**src/design/mpc_map.svh**
```systemverilog
// offsets, field positions, reset values and timing counts of the coordinator
`ifndef MPC_MAP_SVH
`define MPC_MAP_SVH
// ----------------------------------------------------------------
// register offsets
// ----------------------------------------------------------------
`define MPC_CTRL_OFS      8'h00
`define MPC_TRACK_OFS     8'h04
`define MPC_FAULT_OFS     8'h08
`define MPC_SHARE_OFS     8'h0c
`define MPC_FREQ_OFS      8'h10
`define MPC_PHASE_OFS     8'h14
`define MPC_DELAY_OFS     8'h18
`define MPC_STATUS_OFS    8'h1c
// ----------------------------------------------------------------
// field positions
// ----------------------------------------------------------------
`define MPC_TRK_EN_BIT    0
`define MPC_TRK_HALF_BIT  1
`define MPC_TRK_FOLLOW_BIT 2
`define MPC_FLT_SHUT_BIT  0
`define MPC_FLT_TX_BIT    1
`define MPC_FLT_RX_BIT    2
`define MPC_FLT_RST_BIT   3
`define MPC_SH_EN_BIT     0
`define MPC_SH_QR_BIT     1
`define MPC_CTL_DE_BIT    0
`define MPC_CTL_AFC_BIT   1
`define MPC_CTL_RCMP_BIT  2
`define MPC_PH_OVR_BIT    8
// ----------------------------------------------------------------
// reset values
// ----------------------------------------------------------------
`define MPC_CTRL_RST      32'h0000_0004
`define MPC_TRACK_RST     32'h0000_0000
`define MPC_FAULT_RST     32'h0000_0001
`define MPC_SHARE_RST     32'h0000_0000
`define MPC_FREQ_RST      16'h0014
`define MPC_PHASE_RST     32'h0000_0000
`define MPC_DELAY_RST     32'h0000_0000
// ----------------------------------------------------------------
// timing, message kinds and phase step
// ----------------------------------------------------------------
`define MPC_CLK_MHZ       10
`define MPC_PRE_RAMP_MS   5
`define MPC_PRE_RAMP_CYC  (`MPC_PRE_RAMP_MS * 1000 * `MPC_CLK_MHZ)
`define MPC_SYNC_TMO      16'h0100
`define MPC_MSG_FAULT     2'h1
`define MPC_MSG_SHARE     2'h2
`define MPC_PHASE_STEP    9'h02d
`endif

```
**src/design/mpc_pkg.sv**
```systemverilog
// types shared by the coordinator
package mpc_pkg;
   // bus message between peers
   typedef struct packed {
      logic       valid;
      logic [1:0] kind;
      logic [6:0] addr;
      logic [11:0] data;
   } mpc_msg_s;
   // register port request
   typedef struct packed {
      logic       wr;
      logic       rd;
      logic [7:0] addr;
      logic [31:0] wdata;
   } mpc_req_s;
   typedef enum logic [5:0] {
      MPC_OFF   = 6'h01,
      MPC_DELAY = 6'h02,
      MPC_RAMP  = 6'h04,
      MPC_REG   = 6'h08,
      MPC_STOP  = 6'h10,
      MPC_FAULT = 6'h20
   } mpc_state_e;
endpackage

```
**src/design/mpc_coord.sv**
```systemverilog
// power coordination logic of one module on the shared peer bus
//
// Notes on behaviour
// - tracking follows reference at 50 or 100 percent
// - settled reference: follow perturbations or hold
// - after enable falls, keep tracking for turn-off delay
// - at enable, detect sync clock and lock
// - lost sync: fall back to last seen frequency
// - no sync at start: use configured frequency
// - recompensate on reaching regulation, configurable
// - adaptive frequency only in diode emulation, gated
// - shared enable edges start sequenced on and off
// - fault with shutdown response: stop and broadcast
// - received fault: stop, then restart in order
// - lowest sharing address becomes reference
// - reference broadcasts current, members adjust
// - quasi-redundant: failing member leaves others running
// - rail failure broadcast once whole rail failed
// - reference lost: next lowest address takes over
// - member count change redistributes phases
// - faulted rail restarts all members together
// - phase offset is address times 45 degrees, rank times 45 when sharing
// - wait about 5ms plus extra before ramping
`timescale 1ns/1ns
`include "mpc_map.svh"
module mpc_coord #(
   parameter int unsigned PRE_RAMP_CYC = `MPC_PRE_RAMP_CYC,
   parameter int unsigned RAMP_STEP    = 16
) (
   input  wire logic             mclk,
   input  wire logic             rst,
   input  wire logic             ce,
   input  wire mpc_pkg::mpc_req_s req,
   output      logic [31:0]      rdata,
   input  wire logic             enable_in,
   input  wire logic             sync_in,
   input  wire logic [6:0]       my_addr,
   input  wire logic [11:0]      tracking_reference_input,
   input  wire logic [11:0]      target_level,
   input  wire logic [11:0]      my_current,
   input  wire logic             local_fault,
   input  wire logic             pred_done,
   input  wire mpc_pkg::mpc_msg_s bus_rx,
   output mpc_pkg::mpc_msg_s     bus_tx,
   output      logic [11:0]      out_level,
   output      logic             out_on,
   output      logic             sync_locked,
   output      logic [15:0]      sw_period,
   output      logic [8:0]       phase_deg,
   output      logic             recomp_pulse,
   output      logic             afc_active,
   output      logic             is_reference,
   output      logic [11:0]      share_ref
);
   // ----------------------------------------------------------------
   // registers
   // ----------------------------------------------------------------
   logic [31:0] ctrl, track, fault_cfg, share_cfg, phase_cfg, delay_cfg;
   logic [15:0] freq_cfg;
   mpc_pkg::mpc_state_e state;
   logic [31:0] tmr;
   logic        en_q, rx_fault, flt_hold;
   logic [15:0] sync_cnt, sync_last, sync_gap;
   logic        sync_q, sync_ok;
   logic [6:0]  low_seen;
   logic [7:0]  alive, failed;
   logic [2:0]  rank;
   logic [3:0]  members_q;
   logic        rail_sent, settled;

   // unpacking the shared fields
   wire trk_en   = track[`MPC_TRK_EN_BIT];
   wire trk_half = track[`MPC_TRK_HALF_BIT];
   wire trk_fol  = track[`MPC_TRK_FOLLOW_BIT];
   wire f_shut   = fault_cfg[`MPC_FLT_SHUT_BIT];
   wire f_tx     = fault_cfg[`MPC_FLT_TX_BIT];
   wire f_rx     = fault_cfg[`MPC_FLT_RX_BIT];
   wire f_rst    = fault_cfg[`MPC_FLT_RST_BIT];
   wire sh_en    = share_cfg[`MPC_SH_EN_BIT];
   wire sh_qr    = share_cfg[`MPC_SH_QR_BIT];

   // popcount of a peer vector
   function automatic logic [3:0] count8(input logic [7:0] v);
      logic [3:0] c;
      c = 4'h0;
      for (int i = 0; i < 8; i++) begin
         c = c + {3'h0, v[i]};
      end
      return c;
   endfunction

   // ----------------------------------------------------------------
   // register port
   // ----------------------------------------------------------------
   wire wr_ctrl  = req.wr && req.addr == `MPC_CTRL_OFS;
   wire wr_track = req.wr && req.addr == `MPC_TRACK_OFS;
   wire wr_fault = req.wr && req.addr == `MPC_FAULT_OFS;
   wire wr_share = req.wr && req.addr == `MPC_SHARE_OFS;
   wire wr_freq  = req.wr && req.addr == `MPC_FREQ_OFS;
   wire wr_phase = req.wr && req.addr == `MPC_PHASE_OFS;
   wire wr_delay = req.wr && req.addr == `MPC_DELAY_OFS;
   wire [31:0] status = {4'h0, members_q, 3'h0, rank, sync_ok,
                         is_reference, rx_fault, 9'h000, state};
   wire [31:0] next_rdata =
      !req.rd                         ? 32'h0000_0000 :
      req.addr == `MPC_CTRL_OFS       ? ctrl :
      req.addr == `MPC_TRACK_OFS      ? track :
      req.addr == `MPC_FAULT_OFS      ? fault_cfg :
      req.addr == `MPC_SHARE_OFS      ? share_cfg :
      req.addr == `MPC_FREQ_OFS       ? {16'h0000, freq_cfg} :
      req.addr == `MPC_PHASE_OFS      ? phase_cfg :
      req.addr == `MPC_DELAY_OFS      ? delay_cfg :
      req.addr == `MPC_STATUS_OFS     ? status : 32'h0000_0000;

   // register write and read data
   always_ff @(posedge mclk) begin
      if (rst) begin
         ctrl      <= `MPC_CTRL_RST;
         track     <= `MPC_TRACK_RST;
         fault_cfg <= `MPC_FAULT_RST;
         share_cfg <= `MPC_SHARE_RST;
         freq_cfg  <= `MPC_FREQ_RST;
         phase_cfg <= `MPC_PHASE_RST;
         delay_cfg <= `MPC_DELAY_RST;
         rdata     <= 32'h0000_0000;
      end else if (ce) begin
         if (wr_ctrl)  ctrl      <= req.wdata;
         if (wr_track) track     <= req.wdata;
         if (wr_fault) fault_cfg <= req.wdata;
         if (wr_share) share_cfg <= req.wdata;
         if (wr_freq)  freq_cfg  <= req.wdata[15:0];
         if (wr_phase) phase_cfg <= req.wdata;
         if (wr_delay) delay_cfg <= req.wdata;
         rdata <= next_rdata;
      end
   end

   // ----------------------------------------------------------------
   // sync detection
   // ----------------------------------------------------------------
   wire sync_rise = sync_in && !sync_q;
   wire en_rise   = enable_in && !en_q;
   wire sync_lost = sync_gap >= `MPC_SYNC_TMO;
   // measure period between rising sync edges, drop lock on timeout
   always_ff @(posedge mclk) begin
      if (rst) begin
         sync_q    <= 1'b0;
         sync_gap  <= 16'h0000;
         sync_last <= 16'h0000;
         sync_ok   <= 1'b0;
      end else if (ce) begin
         sync_q <= sync_in;
         if (sync_rise) begin
            sync_gap  <= 16'h0000;
            sync_last <= sync_gap;
            if (en_rise || state == mpc_pkg::MPC_OFF)
               sync_ok <= 1'b1;
         end else begin
            if (!sync_lost)
               sync_gap <= sync_gap + 16'h0001;
            if (sync_lost)
               sync_ok <= 1'b0;
         end
      end
   end

   // switching period: sync, last seen, or configured
   wire [15:0] next_period = sync_ok           ? sync_last :
                             sync_last != 16'h0000 ? sync_last :
                                                 freq_cfg;

   // ----------------------------------------------------------------
   // sharing rail bookkeeping
   // ----------------------------------------------------------------
   wire rx_share = bus_rx.valid && bus_rx.kind == `MPC_MSG_SHARE;
   wire rx_flt   = bus_rx.valid && bus_rx.kind == `MPC_MSG_FAULT;
   wire [2:0] rx_slot = bus_rx.addr[2:0];
   wire [3:0] members = count8(alive);
   wire rail_dead = sh_en && (alive & ~failed) == 8'h00 && members != 4'h0;
   wire my_alive = (state == mpc_pkg::MPC_REG || state == mpc_pkg::MPC_RAMP);
   // lowest live address wins the reference role
   wire next_ref = sh_en && my_alive &&
                   (low_seen >= my_addr);

   // track live peers and the lowest live address
   always_ff @(posedge mclk) begin
      if (rst) begin
         alive    <= 8'h00;
         failed   <= 8'h00;
         low_seen <= 7'h7f;
      end else if (ce) begin
         if (!sh_en || en_rise) begin
            alive    <= 8'h00;
            failed   <= 8'h00;
            low_seen <= 7'h7f;
         end else begin
            alive[my_addr[2:0]]  <= my_alive;
            failed[my_addr[2:0]] <= local_fault;
            if (rx_share) begin
               alive[rx_slot]  <= 1'b1;
               failed[rx_slot] <= 1'b0;
               if (bus_rx.addr < low_seen)
                  low_seen <= bus_rx.addr;
            end
            if (rx_flt)
               failed[rx_slot] <= 1'b1;
            if (rx_flt && bus_rx.addr == low_seen)
               low_seen <= 7'h7f;
         end
      end
   end

   // phase offset: address (rank when sharing) times 45, wrapped to three bits
   wire [8:0] addr_phase = 9'({6'h00, my_addr[2:0]} * `MPC_PHASE_STEP);
   wire [8:0] rank_phase = 9'({6'h00, rank} * `MPC_PHASE_STEP);
   wire [8:0] next_phase = phase_cfg[`MPC_PH_OVR_BIT] ? phase_cfg[8:0] :
                           sh_en ? rank_phase : addr_phase;

   // ----------------------------------------------------------------
   // sequencer
   // ----------------------------------------------------------------
   wire [31:0] on_wait  = PRE_RAMP_CYC + {16'h0000, delay_cfg[15:0]};
   wire [31:0] off_wait = {16'h0000, delay_cfg[31:16]};
   wire        at_tgt   = out_level == target_level;
   wire [11:0] trk_ref  = trk_half ? {1'b0, tracking_reference_input[11:1]}
                                   : tracking_reference_input;
   wire        own_flt  = local_fault && f_shut &&
                          !(sh_en && sh_qr);
   wire        take_rx  = rx_flt && f_rx && !sh_en;
   wire [11:0] step     = 12'(RAMP_STEP);
   wire [11:0] next_up  = (target_level - out_level > step) ?
                          out_level + step : target_level;
   wire [11:0] next_dn  = (out_level > step) ? out_level - step : 12'h000;
   // tracked level, clipped at target, held once settled unless follow is set
   wire [11:0] trk_lvl  = (trk_ref > target_level) ? target_level : trk_ref;
   wire        trk_upd  = !settled || trk_fol;

   // state and level sequencing
   always_ff @(posedge mclk) begin
      if (rst) begin
         state     <= mpc_pkg::MPC_OFF;
         tmr       <= 32'h0000_0000;
         out_level <= 12'h000;
         out_on    <= 1'b0;
         en_q      <= 1'b0;
         rx_fault  <= 1'b0;
         flt_hold  <= 1'b0;
         settled   <= 1'b0;
      end else if (ce) begin
         en_q <= enable_in;
         if (take_rx)
            rx_fault <= 1'b1;
         else if (state == mpc_pkg::MPC_OFF && en_rise)
            rx_fault <= 1'b0;
         case (state)
            mpc_pkg::MPC_OFF: begin
               out_on <= 1'b0;
               if ((en_rise || (flt_hold && f_rst && enable_in)) &&
                   (pred_done || flt_hold)) begin
                  state    <= mpc_pkg::MPC_DELAY;
                  tmr      <= 32'h0000_0000;
                  flt_hold <= 1'b0;
               end
            end
            mpc_pkg::MPC_DELAY: begin
               tmr <= tmr + 32'h0000_0001;
               if (!enable_in)
                  state <= mpc_pkg::MPC_OFF;
               else if (tmr >= on_wait) begin
                  state   <= mpc_pkg::MPC_RAMP;
                  out_on  <= 1'b1;
                  settled <= 1'b0;
               end
            end
            mpc_pkg::MPC_RAMP: begin
               out_level <= trk_en ? trk_lvl : next_up;
               if (trk_en ? (trk_lvl == target_level) : at_tgt)
                  state <= mpc_pkg::MPC_REG;
               if (!enable_in) begin
                  state <= mpc_pkg::MPC_STOP;
                  tmr   <= 32'h0000_0000;
               end
            end
            mpc_pkg::MPC_REG: begin
               settled <= 1'b1;
               if (trk_en && trk_upd)
                  out_level <= trk_lvl;
               if (!enable_in) begin
                  state <= mpc_pkg::MPC_STOP;
                  tmr   <= 32'h0000_0000;
               end
            end
            mpc_pkg::MPC_STOP: begin
               tmr <= tmr + 32'h0000_0001;
               if (trk_en) begin
                  out_level <= trk_lvl;
                  if (tmr >= off_wait)
                     out_level <= next_dn;
               end else if (tmr >= off_wait)
                  out_level <= next_dn;
               if (tmr >= off_wait && out_level == 12'h000) begin
                  state  <= mpc_pkg::MPC_OFF;
                  out_on <= 1'b0;
               end
            end
            mpc_pkg::MPC_FAULT: begin
               out_on    <= 1'b0;
               out_level <= 12'h000;
               if (!local_fault && !rail_dead) begin
                  state    <= mpc_pkg::MPC_OFF;
                  flt_hold <= 1'b1;
               end
            end
            default: state <= mpc_pkg::MPC_OFF;
         endcase
         if (state != mpc_pkg::MPC_OFF && state != mpc_pkg::MPC_FAULT &&
             (own_flt || take_rx || (sh_en && rail_dead)))
            state <= mpc_pkg::MPC_FAULT;
      end
   end

   // ----------------------------------------------------------------
   // outputs: bus message, reference, phase, recompensation
   // ----------------------------------------------------------------
   wire flt_edge   = own_flt && state != mpc_pkg::MPC_FAULT &&
                     state != mpc_pkg::MPC_OFF;
   wire rail_edge  = rail_dead && !rail_sent;
   wire [1:0] tx_kind = (flt_edge || rail_edge) ? `MPC_MSG_FAULT
                                                : `MPC_MSG_SHARE;
   wire tx_go = ((flt_edge && !sh_en) || rail_edge) && f_tx ||
                (is_reference && my_alive);
   wire next_recomp = ctrl[`MPC_CTL_RCMP_BIT] &&
                      state == mpc_pkg::MPC_RAMP &&
                      (trk_en ? trk_lvl == target_level : at_tgt);
   wire next_afc = ctrl[`MPC_CTL_AFC_BIT] && ctrl[`MPC_CTL_DE_BIT] &&
                   !sh_en && !sync_ok;

   // registered outputs
   always_ff @(posedge mclk) begin
      if (rst) begin
         bus_tx       <= '0;
         sync_locked  <= 1'b0;
         sw_period    <= `MPC_FREQ_RST;
         phase_deg    <= 9'h000;
         recomp_pulse <= 1'b0;
         afc_active   <= 1'b0;
         is_reference <= 1'b0;
         share_ref    <= 12'h000;
         rank         <= 3'h0;
         members_q    <= 4'h0;
         rail_sent    <= 1'b0;
      end else if (ce) begin
         bus_tx.valid <= tx_go;
         bus_tx.kind  <= tx_kind;
         bus_tx.addr  <= my_addr;
         bus_tx.data  <= my_current;
         if (rail_edge && f_tx)
            rail_sent <= 1'b1;
         else if (!rail_dead)
            rail_sent <= 1'b0;
         sync_locked  <= sync_ok;
         sw_period    <= next_period;
         members_q    <= members;
         rank         <= 3'(count8(alive & ((8'h01 << my_addr[2:0]) -
                                         8'h01)));
         if (members != members_q)
            phase_deg <= next_phase;
         else
            phase_deg <= next_phase;
         recomp_pulse <= next_recomp;
         afc_active   <= next_afc;
         is_reference <= next_ref;
         if (rx_share && !is_reference)
            share_ref <= bus_rx.data;
      end
   end

   // ----------------------------------------------------------------
   // checks
   // ----------------------------------------------------------------
   a_afc_gate: assert property (@(posedge mclk) disable iff (rst)
      afc_active |-> !$past(sh_en) && $past(ctrl[`MPC_CTL_DE_BIT]))
      else $error("adaptive frequency outside allowed mode");
   a_phase_addr: assert property (@(posedge mclk) disable iff (rst)
      ce && !sh_en && !phase_cfg[`MPC_PH_OVR_BIT] && $stable(my_addr)
      |=> !ce || phase_deg == 9'({6'h00, my_addr[2:0]} * 9'h02d))
      else $error("phase not address times 45");
   a_tx_addr: assert property (@(posedge mclk) disable iff (rst)
      bus_tx.valid |-> bus_tx.addr == $past(my_addr))
      else $error("message without sender address");
   a_ramp_wait: assert property (@(posedge mclk) disable iff (rst)
      state == mpc_pkg::MPC_DELAY && $past(state) == mpc_pkg::MPC_OFF
      |-> !out_on)
      else $error("output on before pre-ramp delay");
   a_fault_stop: assert property (@(posedge mclk) disable iff (rst)
      ce && own_flt && state == mpc_pkg::MPC_REG
      |=> !ce || state == mpc_pkg::MPC_FAULT)
      else $error("fault did not shut down");
   a_rx_stop: assert property (@(posedge mclk) disable iff (rst)
      ce && take_rx && state == mpc_pkg::MPC_REG
      |=> !ce || state == mpc_pkg::MPC_FAULT)
      else $error("received fault ignored");
   a_sync_lost: assert property (@(posedge mclk) disable iff (rst)
      ce && sync_ok && sync_lost && !sync_rise |=> !ce || !sync_ok)
      else $error("lost sync not dropped");
   a_track_half: assert property (@(posedge mclk) disable iff (rst)
      ce && state == mpc_pkg::MPC_RAMP && trk_en && trk_half &&
      !own_flt && !take_rx && !rail_dead
      |=> !ce || out_level <= $past(tracking_reference_input) / 2)
      else $error("half-rate tracking too high");
endmodule

```
**config.mk**
```make
export PLATFORM = sky130hd
export DESIGN_NAME = mpc_coord
export DESIGN_NICKNAME = d
export VERILOG_FILES = /design/src/design/mpc_pkg.sv /design/src/design/mpc_coord.sv
export VERILOG_INCLUDE_DIRS = /design/src /design/src/design
export SDC_FILE = /design/constraint.sdc
export NUM_CORES = 1
export LEC_CHECK = 0
export BUFFER_PORTS_ARGS = -buffer_cell sky130_fd_sc_hd__buf_2
export CAP_MARGIN = 10
export CORE_ASPECT_RATIO = 0.7
export CORE_MARGIN = 2
export CORE_UTILIZATION = 31
export DETAILED_ROUTE_END_ITERATION = 12
export GPL_TIMING_DRIVEN = 0
export PLACE_DENSITY = 0.55
export SLEW_MARGIN = 20
export SYNTH_ARGS = -nofsm -noshare
export SYNTH_HDL_FRONTEND = slang
export SYNTH_SLANG_ARGS = --single-unit
```
**constraint.sdc**
```tcl
create_clock -name mclk -period 7.8 [get_ports mclk]
set_clock_uncertainty 0.15 [all_clocks]
set_input_delay 1.56 -clock mclk [delete_from_list [all_inputs] [get_ports mclk]]
set_output_delay 1.56 -clock mclk [all_outputs]
set_load 0.01 [all_outputs]
```
==> results of run 1 <==
[worst max path at each step]
stage / from / end
2_1_floorplan: my_addr[1] / rank[1]
3_3_place_gp: my_addr[0] / rank[2]
3_5_place_dp: my_addr[0] / rank[2]
4_1_cts: alive[3] / state[1]
5_1_grt: alive[1] / state[1]
6_report: alive[3] / state[1]
[layer usage]
metal / track usage, % / vias to the layer above / wire length (um)
met4: 4.40 / 8 / 1340
met3: 6.16 / 102 / 9190
li1: - / 10200 / -
met2: 31.4 / 978 / 33300
met5: 0 / - / 46
met1: 34.8 / 10000 / 41000
[power groups by stage]
stage          clock [mW]  combinational [mW]  sequential, mW
2_1_floorplan           0               0.276            2.26
3_3_place_gp            0               0.489            2.25
3_5_place_dp            0               0.487            2.25
4_1_cts              2.49               0.490            2.21
5_1_grt              2.58               0.543            2.21
6_report             2.45               0.500            2.21
[worst max-delay path: stages, from the launching register on]
cell and delay, ps:
dfxtp_1 440, fa_1 460, inv_1 80, fa_1 420, fa_1 510, inv_1 50, ha_1 200, fa_1 380
xor2_1 190, a2111oi_0 600, nor4_1 260, o31ai_1 870, nand3_1 140, o21bai_1 430, a21oi_1 90, o31ai_1 280
[placed cells by master (no fill, tap or decap), drive strengths merged, types with 17 or more instances in the layout]
cell type and instances:
and3 20, a21oi 368, nand3 60, nor2 227, nand2b 28, a21o 17
nand2 539, xnor2 40, clkbuf 213, nor3 33, nand4 25, a221oi 24
a211oi 34, inv 117, ha 104, buf 229, a22oi 35, dfxtp 423
o22ai 24, o21ai 72, mux2i 90, nor2b 46, xor2 50
[state kept, by name, indices dropped and copies added (netlist names), 12 cells and up]
register / cells
sync_gap: 16
sync_last: 16
track: 32
sw_period: 16
delay_cfg: 32
freq_cfg: 16
phase_cfg: 32
share_ref: 12
fault_cfg: 32
share_cfg: 32
out_level: 12
rdata: 32
bus_tx: 22
ctrl: 32
tmr: 32
[final cells by class]
type / instances / area, sq um / share of cell area [%]
clock inverter: 26 / 360 / 1.40
inverter: 115 / 432 / 1.68
timing repair buffer: 214 / 1070 / 4.16
sequential: 423 / 8470 / 32.9
clock buffer: 60 / 1320 / 5.11
tap: 913 / 1140 / 4.44
buffer: 169 / 663 / 2.58
multi-input combinational: 2060 / 12300 / 47.7
antenna: 2 / 5.00 / 0.0194
[cells in the mapped netlist (all sizes together) (13+ instances only)]
| cell type | n |
|---|---|
| and3 | 20 |
| nand2b | 28 |
| mux2i | 90 |
| o21ai | 72 |
| nor2 | 227 |
| o31ai | 15 |
| a22oi | 35 |
| inv | 113 |
| nand2 | 539 |
| a221oi | 24 |
| a222oi | 16 |
| a31oi | 13 |
| nand3 | 60 |
| xor2 | 50 |
| a211oi | 34 |
| clkbuf | 153 |
| nand4 | 25 |
| a22o | 15 |
| o22ai | 24 |
| dfxtp | 423 |
| ha | 104 |
| buf | 15 |
| a21oi | 368 |
| xnor2 | 40 |
| nor3 | 33 |
| nor2b | 46 |
| a21o | 17 |
| nor4 | 16 |
[cells by family (layout without fill, tap and decap cells)]
kind of cell	after synthesis	after routing	share of synthesized area, %
and+or+nand+nor	1052	1052	21.3
DFF	423	423	38.8
other	0	2	0
buffers and inverters	284	584	5.01
adders and majority gates	115	115	6.97
xor gates and xnor gates	90	90	3.61
muxes	100	100	4.64
AOI/OAI and AO/OA	703	703	19.7
[stage by stage]
stage	hold WS, ps	utilization, %	power, mW	cells
after floorplan	282	-	2.53	2767
after global placement	292	34.5	2.74	3894
after detailed placement	296	34.5	2.74	3894
after CTS	305	36.9	5.19	3980
after global routing	319	36.9	5.33	3980
final	304	36.9	5.16	3982
==> results.md, run 1 <==
- Tot GR Track Use: about 23%
- First-pass GRT wire length: 126000 um
- Worst skew pair latency: roughly 610 ps
- Via count: between 20000 and 25000
- Post-route ant nets: 0
- Die Wd: 321 um
- Worst reg-to-reg setup slack: roughly 2100 ps
- Power share of the clock group: around 48%
- Power Internal: 3.78 mW
- Critical path arrival: between 6000 and 7000 ps
- Dpl hpwl: approximately 65000 um
- Setup CP Type: reg2reg
- DRT Pass-1 Iters: 6
- Number of setup violations in the final report: 0
- Comb pwr share: ~9.7%
- Post-CTS Hold Buffers: 0
- Fin. Hold Viols: 0
- Crit path max fanout: 7
- Post-Syn Instances: roughly 2800
- Post-synth top area share: between 30% and 40%
- RR Endpoint: state[1]
- Mapped Area: between 0.02 and 0.025 sq mm
- Layout cells sized above 1: roughly 11%
- Final Net Count: roughly 3300
- # IOs: 222
- Dpl ws: between 1500 and 2000 ps
- Root Driver: clkbuf_16
- Number of synthesized flops with an enable pin: 0
- Area contributors post-synth: dfxtp_1 (39%), nand2_1 (9.3%), a21oi_1 (8.4%)
- GR Overflow Total: 0
- Drt wl/cell: roughly 21 um
- Fmax: about 0.18 GHz
- Setup TNS: 0 ps
- Num CTS Buffers: 47
- GP Congestion: approximately 0.94
- Drt via density: 5.34
- Hold crit path type: reg2reg
- Max clock buf depth: 3
- Pleak: about 10 nW
- CTS tree: done
- Row count: slightly above 80
- PwrDens: roughly 200 mW/mm^2
- Worst hold start: ctrl[11]
- Clock-pin slew on the worst setup and hold paths: 70 ps
- Top_reg_cell synth: dfxtp_1
- Initial Util: 31.3%
- VDD IR max: around 0.16 mV
- Reg-to-Reg Start: alive[3]
- Mean post-synth cell area: ~8 sq um
- Setup crit start kind: register
- Post-synthesis register bit count: 423
- R2R cell count: 15
- Seq pwr share: between 40% and 50%
- Synth cell types: 76
- Sink Count: about 420
- Pin count of the biggest net entering global routing: 15
- Syn nets: roughly 3000
- Die Span Y: around 230 um
- Hold Path End: ctrl[11]
- Htree depth: 2
- Vias in the first global route: about 19000
- Minimum clock period: 5670 ps
- Slew Viols, Final: 0
- Sw frac: 26.7%
- Hold path depth: 2
- Fill cells: between 7000 and 8000
- Yosys top cell by area: dfxtp_1
- Post-synth ARST share: 0%
- Required @ worst endpoint: 8150 ps
- Core area: roughly 0.070 sq mm
- Placed Area: between 0.02 and 0.025 sq mm
- Status: complete, no violations
- Post-CTS resize count: 0
- Slew @ Worst Pin: 1160 ps
- Routed wire length: 84900 um
- CP endpoint kind: register
- Post-synthesis sequential area ratio: between 30 and 40%
- Final period util: 72.6%
- Min setup slack post-route: about 2100 ps
- Slew headroom: between 20% and 30%
- RSZ-0062 raised after global routing: false
- Switching pwr: approximately 1.4 mW
- # Max-Cap Violations: 0
- YS warnings: 0
- Final instance area: 0.0257 sq mm
- Post-CTS Setup Repair Bufs: 0
- Area delta synth->final: 17.9%
- Die area: approximately 0.073 sq mm
- Initial antenna violation count: 5
- DRC viols: 0
- Iter 0 DRT Violations: 2307
- Buffers added on ports: between 200 and 250
(Power assumes the default switching activity.)
==> run 2, diff against run 1 <==
--- a/config.mk
+++ b/config.mk
@@ -13,7 +13,7 @@
 export CORE_UTILIZATION = 31
 export DETAILED_ROUTE_END_ITERATION = 12
 export GPL_TIMING_DRIVEN = 0
-export PLACE_DENSITY = 0.55
+export PLACE_DENSITY = 0.57
 export SLEW_MARGIN = 20
 export SYNTH_ARGS = -nofsm -noshare
 export SYNTH_HDL_FRONTEND = slang
==> constraint.sdc (replaced) <==
create_clock -name mclk -period 4.6 [get_ports mclk]
set_clock_uncertainty 0.15 [all_clocks]
set_input_delay 0.92 -clock mclk [delete_from_list [all_inputs] [get_ports mclk]]
set_output_delay 0.92 -clock mclk [all_outputs]
set_load 0.01 [all_outputs]
==> results.md, run 2 (synthesis gave the netlist of run 1 again) <==
- Status: complete, no violations
- Row count: 81 (unchanged)
- Initial Util: 31.3% (unchanged)
- Post-CTS Hold Buffers: 0 (unchanged)
- FF/Latch Area: 0.00848 sq mm (about the same)
- Fill cells: 7385 (-0.16%)
- Pleak: 9.86 nW (-0.18%)
- Top cell by count, worst path: fa_1
- CP max-delay cell: fa_1
- Layout cells sized above 1: 11.6% (+0.76 points)
- Hold crit path type: reg2reg
- PwrDens: 327 mW/mm^2 (+63%)
- Power share of the clock group: 45.0% (-2.6 points)
- Sw frac: 26.4% (-0.32 points)
- Required @ worst endpoint: 4900 ps (-3250 ps)
- Die area: 0.0726 sq mm (unchanged)
- Final Net Count: 3269 (+0.31%)
- Root Driver: clkbuf_16
- Final period util: 99.5% (+27 points)
- DRT Pass-1 Iters: 7 (+1)
- Commonest non-fill, non-tap cells in the layout: nand2_1 (539), dfxtp_1 (419), a21oi_1 (365), nor2_1 (226), buf_2 (217)
- Via count: 21300 (+0.19%)
- First-pass GRT wire length: 126000 um (+0.20%)
- Hold slack: 303 ps (-0.621 ps)
- Drt via density: 5.35 (about the same)
- Multi-input combinational cell area: 0.0124 sq mm (+0.96%)
- Setup CP Type: reg2reg
- Slew @ Worst Pin: 1130 ps (-27.8 ps)
- Num CTS Buffers: 45 (-4.3%)
- Power Internal: 6.20 mW (+64%)
- Clock-pin slew on the worst setup and hold paths: 70 ps (about the same)
- Fin. Hold Viols: 0 (unchanged)
- Die Span Y: 226 um (unchanged)
- CTS tree: done
- Sink Count: 423 (unchanged)
- GR Overflow Total: 0 (unchanged)
- Area delta synth->final: 18.2%
- Htree depth: 2 (unchanged)
- Slew headroom: 24.1% (+2.0 points)
- Drt wl/cell: 21.2 um (-0.76%)
- Most common cell after layout, fill and taps aside: nand2_1
- Crit path max fanout: 4 (-3)
- Worst skew pair latency: 600 ps (about the same)
- Routed wire length: 84300 um (-0.66%)
- Crit-path max cell delay: 540 ps (-330 ps)
- Seq pwr share: 44.4% (+1.6 points)
- Crit path cell chain: fa_1 > inv_1 > fa_1 > fa_1 > inv_2 > ha_4 > fa_2 > xor2_4 > a2111oi_4 > nor4_4 > o21ai_1 > nand3_2 > o21bai_4 > and3_1 > or3_1
- Buffers added on ports: 214 (unchanged)
- Switching pwr: 2.22 mW (+61%)
- Minimum clock period: 4580 ps (-1090 ps)
- Core area: 0.0697 sq mm (unchanged)
- DRC viols: 0 (unchanged)
- Iter 0 DRT Violations: 2298 (-0.39%)
- VDD IR max: 0.199 mV (+27%)
- Max clock buf depth: 3 (unchanged)
- Dpl hpwl: 64500 um (-0.60%)
- Crit path buf inv count: 2 (unchanged)
- Die Wd: 321 um (unchanged)
- CP endpoint kind: register
- # Max-Cap Violations: 0 (unchanged)
- Initial antenna violation count: 5 (unchanged)
- Vias in the first global route: 19600 (+0.89%)
- Critical path arrival: 4880 ps (-1140 ps)
- Post-route ant nets: 0 (unchanged)
- Crit path max-delay family: adder cells
- # IOs: 222 (unchanged)
- Fmax: 0.218 GHz (+24%)
- Slew Viols, Final: 0 (unchanged)
- RSZ-0062 raised after global routing: true
- Setup crit start kind: register
- Setup TNS: 0 ps (unchanged)
- Number of setup violations in the final report: 0 (unchanged)
- Tot GR Track Use: 22.8% (+0.068 points)
- Comb pwr share: 10.6% (+0.9 points)
- GP Congestion: 0.976 (+4.2%)
- Pin count of the biggest net entering global routing: 14 (-1)
[run 2: power by group through the flow]
stage               logic (mW)  registers (mW)  clock network [mW]
finish                   0.897            3.74                3.79
global route             0.973            3.74                4.03
CTS                      0.860            3.74                3.86
global placement         0.828            3.82                   0
detailed placement       0.827            3.82                   0
floorplan                0.468            3.83                   0
[run 2: layout make-up]
class                   instances  share of cell area (%)
multi-input cells            2060                    48.0
flip-flops and latches        423                    32.8
clock buffers                  65                    5.20
repair buffers                228                    4.61
well taps                     913                    4.43
plain buffers                 167                    2.54
inverters                     115                    1.69
clock inverters                14                   0.640
diodes                          1                 0.00970
[run 2: worst paths after layout]
| check | startpoint | end | slack (ps) | cells past startpoint |
|---|---|---|---|---|
| min reg2reg | ctrl[6] | ctrl[6] | 300 | 2 |
| max | alive[0] | state[3] | 20 | 15 |
| min | ctrl[6] | ctrl[6] | 300 | 2 |
| max reg2reg | alive[0] | state[3] | 20 | 15 |
[run 2: per-layer routing]
metal	global-route usage (%)	wire length (um)
met1	34.8	40800
met2	32.0	33500
met3	5.63	8540
met5	0	56
met4	4.69	1440
[run 2: through the flow]
step                instances  setup slack (ps)  cell area [sq um]  power (mW)  util, %
floorplan                2767              71.8              21800        4.29        -
global placement         3894              -920              24000        4.65     34.5
detailed placement       3894              -922              24000        4.65     34.5
CTS                      3978              34.4              25700        8.46     36.8
global route             3985             -76.5              25800        8.74     37.0
finish                   3986              21.5              25800        8.43     37.0
[run 2: timing repair]
item	in CTS	in global routing
cloned	0	0
resized for setup	17	22
setup buffers	6	8
setup endpoints to repair	19	14
pin swaps	2	8
[run 2: tightest hold or removal path, cell delays in order, from the launching register on]
cell	delay, ps
dfxtp_1	310
nand2_1	50
a21oi_1	50
